`config.mk`:
```
export PLATFORM = sky130hd
export DESIGN_NAME = fris_top
export DESIGN_NICKNAME = d
export VERILOG_FILES = /design/src/fris_pkg.sv /design/src/fris_sync.sv /design/src/fris_status.sv /design/src/fris_top.sv
export SDC_FILE = /design/constraint.sdc
export NUM_CORES = 1
export LEC_CHECK = 0
export BUFFER_PORTS_ARGS = -buffer_cell sky130_fd_sc_hd__clkbuf_2
export CORE_UTILIZATION = 56
export DETAILED_ROUTE_END_ITERATION = 7
export GPL_TIMING_DRIVEN = 0
export PLACE_DENSITY = 0.84
export SETUP_SLACK_MARGIN = 0.15
export SLEW_MARGIN = 30
export SYNTH_ARGS = -nofsm -noshare
export SYNTH_HDL_FRONTEND = slang
export SYNTH_HIERARCHICAL = 1
export SYNTH_SLANG_ARGS = --single-unit
```
`constraint.sdc`:
```
create_clock -name clk_sys -period 3.45 [get_ports clk_sys]
set_clock_uncertainty 0.15 [all_clocks]
set_input_delay 0.345 -clock clk_sys [delete_from_list [all_inputs] [get_ports clk_sys]]
set_output_delay 0.345 -clock clk_sys [all_outputs]
set_load 0.05 [all_outputs]
```
`src/fris_pkg.sv`:
```
// Constants and types shared by the floppy rate, input and status block.
// Assumes an eight-bit I/O port space with ten decoded address bits.
package fris_pkg;
   localparam logic [9:0] ADDR_DSR = 10'h3f4;
   localparam logic [9:0] ADDR_DATA = 10'h3f5;
   localparam logic [9:0] ADDR_CFG = 10'h3f7;
   typedef enum logic [1:0] {
      MODE_NONE = 2'h0,
      MODE_COMPACT = 2'h1,
      MODE_ALT = 2'h2,
      MODE_BASE = 2'h3
   } fris_mode_e;
   localparam logic [1:0] RATE_500K = 2'h0;
   localparam logic [1:0] RATE_300K = 2'h1;
   localparam logic [1:0] RATE_250K = 2'h2;
   localparam logic [1:0] RATE_1M = 2'h3;
   localparam logic [1:0] RATE_RST = RATE_250K;
   localparam logic PRECOMP_RST = 1'b0;
   localparam logic DENS_RST = 1'b1;
   localparam int PRECOMP_BIT = 2;
   localparam int SWRST_BIT = 7;
   localparam logic [3:0] ALT_ONES = 4'hf;
   localparam logic [6:0] RECAL_STEPS = 7'h50;
   localparam logic [1:0] MISS_INDEX = 2'h2;
   localparam int BYTE1_EN = 7;
   localparam int BYTE1_CRC = 5;
   localparam int BYTE1_OR = 4;
   localparam int BYTE1_NOSEC = 2;
   localparam int BYTE1_WPROT = 1;
   localparam int BYTE1_MARK = 0;
   typedef enum logic [1:0] {
      RES_IDLE = 2'b00,
      RES_BYTE0 = 2'b01,
      RES_BYTE1 = 2'b11
   } fris_res_e;
endpackage

```
`src/fris_sync.sv`:
```
// Three-stage input synchroniser with agreement filter.
// Assumes asynchronous pin inputs; output changes when stages two and three agree.
`timescale 1ns/1ns
module fris_sync #(
   parameter int W = 4,
   parameter logic [W-1:0] RST_VAL = '0
) (
   // Clock and reset
   input wire logic clk_sys,
   input wire logic resetn,
   // Pins in, filtered levels out
   input wire logic [W-1:0] pin_in,
   output logic [W-1:0] level_q
);
   logic [W-1:0] s1_q;
   logic [W-1:0] s2_q;
   logic [W-1:0] s3_q;

   always_ff @(posedge clk_sys) begin
      if (!resetn) begin
         s1_q <= RST_VAL;
         s2_q <= RST_VAL;
         s3_q <= RST_VAL;
      end else begin
         s1_q <= pin_in;
         s2_q <= s1_q;
         s3_q <= s2_q;
      end
   end

   for (genvar i = 0; i < W; i++) begin : g_agree
      always_ff @(posedge clk_sys) begin
         if (!resetn) begin
            level_q[i] <= RST_VAL[i];
         end else if (s2_q[i] == s3_q[i]) begin
            level_q[i] <= s3_q[i];
         end
      end
   end
endmodule

```
`src/fris_status.sv`:
```
// Result status bytes zero and one, built from core events.
// Assumes event inputs other than recal_active, track_zero, write_active and id_search (levels) are one-cycle pulses on clk_sys.
`timescale 1ns/1ns
module fris_status
   import fris_pkg::*;
(
   // Clock and reset
   input wire logic clk_sys,
   input wire logic resetn,
   // Command framing
   input wire logic clr,
   input wire logic cmd_end,
   input wire logic [1:0] term_code,
   input wire logic head_addr,
   input wire logic [1:0] unit_select,
   // Events
   input wire logic seek_done,
   input wire logic recal_active,
   input wire logic step_pulse,
   input wire logic track_zero,
   input wire logic rel_underflow,
   input wire logic end_cyl,
   input wire logic crc_err,
   input wire logic late,
   input wire logic no_data,
   input wire logic wp_rise,
   input wire logic write_active,
   input wire logic id_search,
   input wire logic index_fall,
   input wire logic data_miss,
   // Bytes
   output logic [7:0] stat0,
   output logic [7:0] stat1
);
   logic [1:0] code_q;
   logic hd_q;
   logic [1:0] us_q;
   logic seek_end_q;
   logic fault_q;
   logic [7:0] stat1_q;
   logic [7:0] set1;
   logic [6:0] step_q;
   logic [1:0] idx_q;
   logic fault_set;
   logic mark_lost;

   // Missing mark is flagged on the second index while still hunting
   assign mark_lost = index_fall & id_search & (idx_q == MISS_INDEX - 2'h1);

   always_comb begin
      set1 = 8'h00;
      set1[BYTE1_EN] = end_cyl;
      set1[BYTE1_CRC] = crc_err;
      set1[BYTE1_OR] = late;
      set1[BYTE1_NOSEC] = no_data;
      set1[BYTE1_WPROT] = wp_rise & write_active;
      set1[BYTE1_MARK] = data_miss | mark_lost;
   end

   assign fault_set = (recal_active & step_pulse & ~track_zero
                       & (step_q == RECAL_STEPS - 7'h01)) | rel_underflow;

   always_ff @(posedge clk_sys) begin
      if (!resetn || !recal_active) begin
         step_q <= 7'h00;
      end else if (step_pulse && step_q != RECAL_STEPS) begin
         step_q <= step_q + 7'h01;
      end
   end

   always_ff @(posedge clk_sys) begin
      if (!resetn || !id_search) begin
         idx_q <= 2'h0;
      end else if (index_fall && idx_q != MISS_INDEX) begin
         idx_q <= idx_q + 2'h1;
      end
   end

   // Set wins over the clear of a new command
   always_ff @(posedge clk_sys) begin
      if (!resetn) begin
         stat1_q <= 8'h00;
         seek_end_q <= 1'b0;
         fault_q <= 1'b0;
      end else begin
         stat1_q <= (clr ? 8'h00 : stat1_q) | set1;
         seek_end_q <= (clr ? 1'b0 : seek_end_q) | seek_done;
         fault_q <= (clr ? 1'b0 : fault_q) | fault_set;
      end
   end

   always_ff @(posedge clk_sys) begin
      if (!resetn) begin
         code_q <= 2'h0;
         hd_q <= 1'b0;
         us_q <= 2'h0;
      end else if (cmd_end) begin
         code_q <= term_code;
         hd_q <= head_addr;
         us_q <= unit_select;
      end
   end

   assign stat0 = {code_q, seek_end_q, fault_q, 1'b0, hd_q, us_q};
   assign stat1 = stat1_q;

   property p_code;
      @(posedge clk_sys) disable iff (!resetn)
      cmd_end |=> stat0[7:6] == $past(term_code);
   endproperty
   a_code: assert property (p_code) else $error("code not latched");

   property p_fault;
      @(posedge clk_sys) disable iff (!resetn)
      recal_active && step_pulse && !track_zero && step_q == 7'h4f |=> stat0[4];
   endproperty
   a_fault: assert property (p_fault) else $error("fault missed");

   property p_st_zero;
      @(posedge clk_sys) disable iff (!resetn)
      !stat0[3] && !stat1[6] && !stat1[3];
   endproperty
   a_st_zero: assert property (p_st_zero) else $error("unused bit set");

   property p_wprot;
      @(posedge clk_sys) disable iff (!resetn)
      wp_rise && write_active |=> stat1[BYTE1_WPROT] [*2];
   endproperty
   a_wprot: assert property (p_wprot) else $error("protect lost");

   c_fault: cover property (@(posedge clk_sys) disable iff (!resetn) $rose(fault_q));
endmodule

```
`src/fris_top.sv`:
```
// Host-visible rate, input and result status registers of a floppy core.
// Assumes a synchronous I/O strobe bus and event pulses from the core.
`timescale 1ns/1ns
module fris_top
   import fris_pkg::*;
(
   // Clock and reset
   input wire logic clk_sys,
   input wire logic resetn,
   // I/O port bus
   input wire logic [9:0] io_addr,
   input wire logic io_rd,
   input wire logic io_wr,
   input wire logic [7:0] io_wdata,
   output logic [7:0] io_rdata,
   // Configuration
   input wire fris_pkg::fris_mode_e iface_mode,
   input wire logic dma_gate,
   input wire logic force_change_en,
   input wire logic force_change_val,
   input wire logic sw_reset_drive,
   // Drive cable
   input wire logic media_change_pin_n,
   input wire logic track_zero_pin,
   input wire logic write_protect_pin,
   input wire logic rotation_index_pin_n,
   output logic density_select_pin,
   // Core command framing
   input wire logic cmd_start,
   input wire logic cmd_end,
   input wire logic [1:0] termination_code,
   input wire logic head_addr,
   input wire logic [1:0] unit_select,
   input wire logic result_start,
   // Core events
   input wire logic seek_done,
   input wire logic recal_active,
   input wire logic step_pulse,
   input wire logic rel_seek_underflow,
   input wire logic end_cyl,
   input wire logic crc_fault,
   input wire logic service_late,
   input wire logic sector_missing,
   input wire logic write_cmd_active,
   input wire logic id_search_active,
   input wire logic data_mark_missing,
   // Control out
   output logic [1:0] rate_select,
   output logic precomp_disable,
   output logic result_active,
   output logic sw_reset_pulse
);
   import fris_pkg::*;

   function automatic logic hit(input logic [9:0] a, input logic [9:0] t);
      hit = (a == t);
   endfunction

   function automatic logic is_compact(input fris_mode_e m);
      is_compact = (m == MODE_COMPACT);
   endfunction

   function automatic logic is_alt(input fris_mode_e m);
      is_alt = (m == MODE_ALT);
   endfunction

   logic [1:0] rate_q;
   logic [1:0] rate_d;
   logic prec_q;
   logic prec_d;
   logic dens_q;
   logic dens_live_q;
   logic [7:0] rdata_q;
   logic [7:0] rdata_d;
   logic swrst_q;
   fris_res_e res_q;
   fris_res_e res_d;
   logic [3:0] pins_s;
   logic [3:0] pins_prev_q;
   logic chg_s;
   logic track0_s;
   logic wp_s;
   logic idx_s;
   logic wp_rise;
   logic idx_fall;
   logic cfg_wr;
   logic dsr_wr;
   logic rate_wr;
   logic soft_rst;
   logic data_rd;
   logic chg_bit;
   logic hi_dens;
   logic [7:0] stat0;
   logic [7:0] stat1;

   // Cable pins are asynchronous to clk_sys
   fris_sync #(
      .W(4),
      .RST_VAL(4'b1001)
   ) u_sync (
      .clk_sys(clk_sys),
      .resetn(resetn),
      .pin_in({media_change_pin_n, track_zero_pin, write_protect_pin, rotation_index_pin_n}),
      .level_q(pins_s)
   );

   assign chg_s = pins_s[3];
   assign track0_s = pins_s[2];
   assign wp_s = pins_s[1];
   assign idx_s = pins_s[0];

   always_ff @(posedge clk_sys) begin
      if (!resetn) begin
         pins_prev_q <= 4'b1001;
      end else begin
         pins_prev_q <= pins_s;
      end
   end

   assign wp_rise = wp_s & ~pins_prev_q[1];
   assign idx_fall = ~idx_s & pins_prev_q[0];

   // Decodes
   assign cfg_wr = io_wr & hit(io_addr, ADDR_CFG);
   assign dsr_wr = io_wr & hit(io_addr, ADDR_DSR);
   assign rate_wr = cfg_wr | dsr_wr;
   assign soft_rst = sw_reset_drive | (dsr_wr & io_wdata[SWRST_BIT]);
   assign data_rd = io_rd & hit(io_addr, ADDR_DATA);
   assign chg_bit = force_change_en ? force_change_val : ~chg_s;
   assign hi_dens = (rate_q == RATE_500K) | (rate_q == RATE_1M);

   // Rate select; a soft reset does not reach it
   always_comb begin
      rate_d = rate_q;
      if (rate_wr) begin
         rate_d = io_wdata[1:0];
      end
   end

   always_ff @(posedge clk_sys) begin
      if (!resetn) begin
         rate_q <= RATE_RST;
      end else begin
         rate_q <= rate_d;
      end
   end

   // Precomp disable is stored only in compact mode; it drives precomp_disable and the compact view
   always_comb begin
      prec_d = prec_q;
      if (cfg_wr && is_compact(iface_mode)) begin
         prec_d = io_wdata[PRECOMP_BIT];
      end
   end

   always_ff @(posedge clk_sys) begin
      if (!resetn) begin
         prec_q <= PRECOMP_RST;
      end else begin
         prec_q <= prec_d;
      end
   end

   // Density stays high until the host first sets a rate
   always_ff @(posedge clk_sys) begin
      if (!resetn) begin
         dens_live_q <= 1'b0;
      end else if (rate_wr) begin
         dens_live_q <= 1'b1;
      end
   end

   always_ff @(posedge clk_sys) begin
      if (!resetn) begin
         dens_q <= DENS_RST;
      end else if (dens_live_q) begin
         dens_q <= hi_dens ^ (iface_mode == MODE_ALT || iface_mode == MODE_COMPACT);
      end
   end

   always_ff @(posedge clk_sys) begin
      if (!resetn) begin
         swrst_q <= 1'b0;
      end else begin
         swrst_q <= soft_rst;
      end
   end

   // Result phase read-out of the two status bytes
   always_comb begin
      res_d = res_q;
      unique case (res_q)
         RES_IDLE: begin
            if (result_start) begin
               res_d = RES_BYTE0;
            end
         end
         RES_BYTE0: begin
            if (data_rd) begin
               res_d = RES_BYTE1;
            end
         end
         RES_BYTE1: begin
            if (data_rd) begin
               res_d = RES_IDLE;
            end
         end
         default: begin
            res_d = RES_IDLE;
         end
      endcase
      if (soft_rst) begin
         res_d = RES_IDLE;
      end
   end

   always_ff @(posedge clk_sys) begin
      if (!resetn) begin
         res_q <= RES_IDLE;
      end else begin
         res_q <= res_d;
      end
   end

   // Read views depend on the mode at the time of each access
   always_comb begin
      rdata_d = 8'h00;
      if (hit(io_addr, ADDR_CFG)) begin
         if (is_compact(iface_mode)) begin
            rdata_d = {chg_bit, 3'h0, dma_gate, prec_q, rate_q};
         end else if (is_alt(iface_mode)) begin
            rdata_d = {chg_bit, ALT_ONES, rate_q, ~hi_dens};
         end else begin
            rdata_d = {chg_bit, 7'h00};
         end
      end else if (hit(io_addr, ADDR_DATA)) begin
         if (res_q == RES_BYTE0) begin
            rdata_d = stat0;
         end else if (res_q == RES_BYTE1) begin
            rdata_d = stat1;
         end
      end
   end

   always_ff @(posedge clk_sys) begin
      if (!resetn) begin
         rdata_q <= 8'h00;
      end else if (io_rd) begin
         rdata_q <= rdata_d;
      end
   end

   fris_status u_status (
      .clk_sys(clk_sys),
      .resetn(resetn),
      .clr(cmd_start | soft_rst),
      .cmd_end(cmd_end),
      .term_code(termination_code),
      .head_addr(head_addr),
      .unit_select(unit_select),
      .seek_done(seek_done),
      .recal_active(recal_active),
      .step_pulse(step_pulse),
      .track_zero(track0_s),
      .rel_underflow(rel_seek_underflow),
      .end_cyl(end_cyl),
      .crc_err(crc_fault),
      .late(service_late),
      .no_data(sector_missing),
      .wp_rise(wp_rise),
      .write_active(write_cmd_active),
      .id_search(id_search_active),
      .index_fall(idx_fall),
      .data_miss(data_mark_missing),
      .stat0(stat0),
      .stat1(stat1)
   );

   assign io_rdata = rdata_q;
   assign rate_select = rate_q;
   assign precomp_disable = prec_q;
   assign density_select_pin = dens_q;
   assign result_active = res_q[0];
   assign sw_reset_pulse = swrst_q;

   property p_rate_rst;
      @(posedge clk_sys) disable iff (!resetn)
      $rose(resetn) |-> rate_q == RATE_250K && prec_q == 1'b0;
   endproperty
   a_rate_rst: assert property (p_rate_rst) else $error("bad reset rate");

   property p_rate_soft;
      @(posedge clk_sys) disable iff (!resetn)
      sw_reset_drive && !rate_wr |=> $stable(rate_q) && $stable(prec_q);
   endproperty
   a_rate_soft: assert property (p_rate_soft) else $error("soft reset hit rate");

   property p_cfg_wr;
      @(posedge clk_sys) disable iff (!resetn)
      cfg_wr |=> rate_select == $past(io_wdata[1:0]);
   endproperty
   a_cfg_wr: assert property (p_cfg_wr) else $error("rate not loaded");

   property p_alt_view;
      @(posedge clk_sys) disable iff (!resetn)
      io_rd && hit(io_addr, ADDR_CFG) && iface_mode == MODE_ALT
      |=> io_rdata[6:3] == 4'hf && io_rdata[2:1] == $past(rate_select);
   endproperty
   a_alt_view: assert property (p_alt_view) else $error("alt view wrong");

   property p_alt_dens;
      @(posedge clk_sys) disable iff (!resetn)
      io_rd && hit(io_addr, ADDR_CFG) && iface_mode == MODE_ALT
      |=> io_rdata[0] == ($past(rate_select) == RATE_300K || $past(rate_select) == RATE_250K);
   endproperty
   a_alt_dens: assert property (p_alt_dens) else $error("alt bit 0 wrong");

   property p_cmp_view;
      @(posedge clk_sys) disable iff (!resetn)
      io_rd && hit(io_addr, ADDR_CFG) && iface_mode == MODE_COMPACT
      |=> io_rdata[6:4] == 3'h0 && io_rdata[1:0] == $past(rate_select);
   endproperty
   a_cmp_view: assert property (p_cmp_view) else $error("compact view wrong");

   property p_cmp_prec;
      @(posedge clk_sys) disable iff (!resetn)
      io_rd && hit(io_addr, ADDR_CFG) && iface_mode == MODE_COMPACT
      |=> io_rdata[2] == $past(precomp_disable) && io_rdata[3] == $past(dma_gate);
   endproperty
   a_cmp_prec: assert property (p_cmp_prec) else $error("mirror bits wrong");

   property p_chg;
      @(posedge clk_sys) disable iff (!resetn)
      io_rd && hit(io_addr, ADDR_CFG)
      |=> io_rdata[7] == $past(force_change_en ? force_change_val : ~chg_s);
   endproperty
   a_chg: assert property (p_chg) else $error("change bit wrong");

   property p_prec_keep;
      @(posedge clk_sys) disable iff (!resetn)
      cfg_wr && !is_compact(iface_mode) |=> $stable(precomp_disable);
   endproperty
   a_prec_keep: assert property (p_prec_keep) else $error("precomp changed");

   property p_dens_rst;
      @(posedge clk_sys) disable iff (!resetn)
      $rose(resetn) |-> density_select_pin ##1 density_select_pin;
   endproperty
   a_dens_rst: assert property (p_dens_rst) else $error("density low at reset");

   property p_result;
      @(posedge clk_sys) disable iff (!resetn)
      res_q == RES_BYTE0 && data_rd && !soft_rst |=> io_rdata == $past(stat0) && res_q == RES_BYTE1;
   endproperty
   a_result: assert property (p_result) else $error("byte zero not given");

   c_cmp_read: cover property (@(posedge clk_sys) disable iff (!resetn)
      io_rd && hit(io_addr, ADDR_CFG) && iface_mode == MODE_COMPACT);
   c_result: cover property (@(posedge clk_sys) disable iff (!resetn)
      res_q == RES_BYTE1 && data_rd);
   c_soft: cover property (@(posedge clk_sys) disable iff (!resetn)
      soft_rst && dens_live_q);
endmodule

```
==> reports/summary.md <==
## Setup path
- **terminus of the critical flop-to-flop path** io_rdata[7]
- **startpoint-to-endpoint class of the critical path** in2reg
- **worst path required time** 3.54 ns
- **worst path arrival time** 1.73 ns
- **FF-to-FF setup slack** 1.90 ns
- **worst reg-to-reg path cell count** 4
- **launch point of the worst reg-to-reg path** res_q[1]
- **Max FO, Critical Path** 10
- **startpoint kind of the worst setup timing path** input port
- **type of destination of the critical path** flop

## Timing
- **Max Fclk** 610 MHz
- **unrepaired setup endpoints after global routing** no
- **final number of max-transition violations** 0
- **setup-violating endpoint count in the final report** 0
- **min cycle time layout** 1.64 ns
- **total negative slack for setup checks** 0 ns
- **share of the clock period used by the worst path after layout** 0.475
- **final hold violation count** 0
- **Hold WS** 0.0600 ns

## Routing
- **topmost layer with routed signal wires** met4
- **met3 WL** 281 µm
- **met2 wire length** 2270 µm
- **drc violations** 0
- **Detailed Routing Iterations Pass 1** 4
- **count of routing violations after the opening detailed-route iteration** 73
- **Vias per Instance** 5.33
- **vias after detailed routing** 2024
- **number of antenna-violating nets in the routed design** 0
- **length of routed wiring on met1** 2040 µm
- **Routed WL** 4700 µm
- **average wire per cell in the routed design** 12.4 µm

## Pwr
- **total power consumption of the routed design** 1.15 mW
- **clock network fraction of design power** 0.321
- **Cell Int Power** 0.880 mW
- **Sw Ratio** 0.235
- **largest voltage drop on the vdd net** 240 µV
- **Pwr Density** 386 nW/µm²
- **sequential group share of total power** 0.583
- **P_leak** 1.25 nW
- **power spent charging and discharging nets** 0.270 mW
- **Gate power share** 0.096

## Layout
- **Final Util** 0.685
- **number of inserted diodes** 0
- **ratio of cells with drive above 1 in the final layout** 0.274
- **area of the multi-input gates** 1270 µm²
- **flip-flop and latch area** 1120 µm²
- **Layout area overhead** 18.3%
- **Filler cells** 352
- **Nets** 384

## Logic synthesis
- **count of state elements after synthesis** 56
- **Syn Inst Count** 259
- **number of enable-type register cells in the synthesized netlist** 0
- **number of distinct standard cells referenced by the synthesized netlist** 48
- **Post-Synthesis Mean Instance Area** 9.73 µm²
- **combined area of all synthesized cells** 2520 µm²
- **dominant synthesized flop cell** sky130_fd_sc_hd__dfxtp_1
- **number of warnings printed during yosys synthesis** 6
- **portion of the post-synthesis area used by sequential elements** 0.445
- **fraction of synthesis flops using an asynchronous set or reset pin** 0

## Run
- **MaxCap Viol Count** 0

## CTS
- **root buffer cell** sky130_fd_sc_hd__clkbuf_8
- **CTS tree** yes
- **cts bufs inserted** 5
- **CTS sink cnt** 56
- **clock tree buffer depth** 2
- **number of buffers inserted by post-CTS setup repair** 0
- **clock slew seen by the registers of the worst setup and hold paths** 0.09 ns
- **hold bufs inserted after CTS** 0
- **worst skew pair latency** 0.31 ns
- **number of levels in the clock H-tree** 2
- **Gates resized, CTS repair** 0

## GRT
- **antenna violations before repair** 0
- **vias in the first global route** 1929
- **overall overflow remaining after global route** 0
- **global-route wire length before repair** 8280 µm
- **largest net degree at the start of global routing** 17
- **Overall Global Routing Usage** 0.214

## Die
- **total die area** 4770 µm²
- **standard-cell rows** 24
- **die extent in x** 69.1 µm
- **Vert. Die Dim** 69.1 µm
- **Initial Util** 0.579
- **IO Pins** 65
- **core area** 4350 µm²

## Placed design
- **count of buffers from port buffering** 59
- **GP Congestion** 0.801
- **HPWL after detailed placement** 3620 µm

## Hold path
- **Hold Path Class** in2reg
- **hold path depth** 2
- **hold path startpoint** rotation_index_pin_n
- **destination of the worst hold path** u_sync/s1_q[0]

## Status
- **status** finished, final reports clean

[synth_stat cells (2+ instances only)]
cell type	instances	area [µm²]
sky130_fd_sc_hd__mux2_2	4	45.0
sky130_fd_sc_hd__a21oi_1	11	55.1
sky130_fd_sc_hd__or3_1	2	12.5
sky130_fd_sc_hd__nand4_1	3	18.8
sky130_fd_sc_hd__dfxtp_1	56	1120
sky130_fd_sc_hd__o21ai_1	2	10.0
sky130_fd_sc_hd__ha_1	6	75.1
sky130_fd_sc_hd__buf_4	7	52.6
sky130_fd_sc_hd__a32oi_1	2	17.5
sky130_fd_sc_hd__o21a_1	3	22.5
sky130_fd_sc_hd__a22oi_1	4	30.0
sky130_fd_sc_hd__nand2b_1	4	25.0
sky130_fd_sc_hd__nor3_1	3	15.0
sky130_fd_sc_hd__nor2_1	10	37.5
sky130_fd_sc_hd__or2b_1	5	37.5
sky130_fd_sc_hd__buf_2	3	15.0
sky130_fd_sc_hd__mux2i_1	15	150
sky130_fd_sc_hd__o21ai_0	13	65.1
sky130_fd_sc_hd__a21boi_1	2	15.0
sky130_fd_sc_hd__xor2_1	4	35.0
sky130_fd_sc_hd__and2_1	9	56.3
sky130_fd_sc_hd__nand2_1	19	71.3
sky130_fd_sc_hd__a41oi_1	3	26.3
sky130_fd_sc_hd__clkbuf_1	5	18.8
sky130_fd_sc_hd__nand3_1	9	45.0
sky130_fd_sc_hd__inv_1	10	37.5
sky130_fd_sc_hd__o2111ai_1	2	17.5
sky130_fd_sc_hd__nor2b_1	22	138
sky130_fd_sc_hd__a21boi_2	2	22.5
[routing by layer]
metal	GRT usage	vias to the layer above
li1	-	1020
met1	0.254	938
met2	0.361	55
met3	0.0614	11
met4	0.0907	0
met5	0	-
[per-stage QoR]
| step | instance area (µm²) | setup WS [ns] | std cells |
|---|---|---|---|
| 5_1_grt | 2980 | 1.55 | 380 |
| 6_report | 2980 | 1.81 | 380 |
| 3_5_place_dp | 2890 | 1.49 | 372 |
| 2_1_floorplan | 2530 | 1.85 | 261 |
| 3_3_place_gp | 2890 | 1.53 | 372 |
| 4_1_cts | 2980 | 1.81 | 380 |
[flip-flops by register name (all words and copies together) (netlist names)]
signal / cells
u_status/hd_q: 1
u_status/seek_end_q: 1
u_sync/s3_q: 4
u_sync/s1_q: 4
u_status/step_q: 7
pins_prev_q: 2
res_q: 2
u_status/us_q: 2
rate_select: 2
io_rdata: 8
u_status/idx_q: 2
u_sync/s2_q: 4
density_select_pin: 1
sw_reset_pulse: 1
u_status/stat1: 6
u_sync/level_q: 4
u_status/fault_q: 1
dens_live_q: 1
precomp_disable: 1
u_status/code_q: 2
[cell families (layout without fill, tap and decap cells)]
family | count (synthesis) | in the layout | share of synthesized area
compound gates | 49 | 49 | 0.127
xor+xnor | 6 | 6 | 0.0263
fa+ha+maj | 6 | 6 | 0.0298
buf+inv | 26 | 93 | 0.0536
flops | 56 | 56 | 0.445
mux | 19 | 19 | 0.0774
other cells | 1 | 3 | 0.00149
simple gates | 96 | 96 | 0.240
[power by group through the flow]
stage	sequential [mW]	clock, mW	combinational, mW
2_1_floorplan	0.688	0	0.0609
3_3_place_gp	0.685	0	0.108
3_5_place_dp	0.686	0	0.111
4_1_cts	0.671	0.377	0.112
5_1_grt	0.673	0.402	0.124
6_report	0.671	0.369	0.111
[worst max-delay path by stage]
| stage | startpoint | to | slack, ns | depth (start not counted) |
|---|---|---|---|---|
| 6_report | io_addr[1] | u_status/stat1[0] | 1.81 | 8 |
| 4_1_cts | io_addr[1] | u_status/stat1[0] | 1.81 | 8 |
| 5_1_grt | io_addr[1] | u_status/stat1[0] | 1.55 | 8 |
| 3_3_place_gp | io_addr[1] | u_status/stat1[0] | 1.53 | 8 |
| 3_5_place_dp | io_addr[1] | u_status/stat1[0] | 1.49 | 8 |
| 2_1_floorplan | io_addr[3] | u_status/fault_q | 1.85 | 7 |
[layout make-up]
type,instances,share of cell area
multi-input combinational,179,0.427
sequential,56,0.376
timing repair buffer,59,0.0990
buffer,16,0.0327
clock buffer,7,0.0289
tap,52,0.0218
inverter,10,0.0126
clock inverter,1,0.00252
[worst max-delay path, stage by stage]
cell,delay [ns]
sky130_fd_sc_hd__clkbuf_2,0.11
sky130_fd_sc_hd__buf_2,0.23
sky130_fd_sc_hd__nor2_1,0.07
sky130_fd_sc_hd__a41oi_1,0.39
sky130_fd_sc_hd__nand2b_1,0.10
sky130_fd_sc_hd__inv_1,0.23
sky130_fd_sc_hd__a21oi_1,0.09
sky130_fd_sc_hd__a21boi_0,0.15
[cell usage in the layout, fill, tap and decap left out, types with 3 or more instances in the layout]
master,instances
sky130_fd_sc_hd__nor2b_1,22
sky130_fd_sc_hd__mux2_2,4
sky130_fd_sc_hd__and2_1,9
sky130_fd_sc_hd__nand2_1,19
sky130_fd_sc_hd__clkbuf_8,6
sky130_fd_sc_hd__nand4_1,3
sky130_fd_sc_hd__nor2_1,10
sky130_fd_sc_hd__or2b_1,5
sky130_fd_sc_hd__clkbuf_1,6
sky130_fd_sc_hd__buf_4,7
sky130_fd_sc_hd__buf_2,3
sky130_fd_sc_hd__a22oi_1,4
sky130_fd_sc_hd__mux2i_1,15
sky130_fd_sc_hd__o21ai_0,13
sky130_fd_sc_hd__xor2_1,4
sky130_fd_sc_hd__ha_1,6
sky130_fd_sc_hd__nor3_1,3
sky130_fd_sc_hd__nand2b_1,4
sky130_fd_sc_hd__clkbuf_2,59
sky130_fd_sc_hd__dfxtp_1,56
sky130_fd_sc_hd__o21a_1,3
sky130_fd_sc_hd__a21oi_1,11
sky130_fd_sc_hd__inv_1,10
sky130_fd_sc_hd__conb_1,3
sky130_fd_sc_hd__a41oi_1,3
sky130_fd_sc_hd__nand3_1,9
Note: power is estimated with default switching activity, not from simulation.
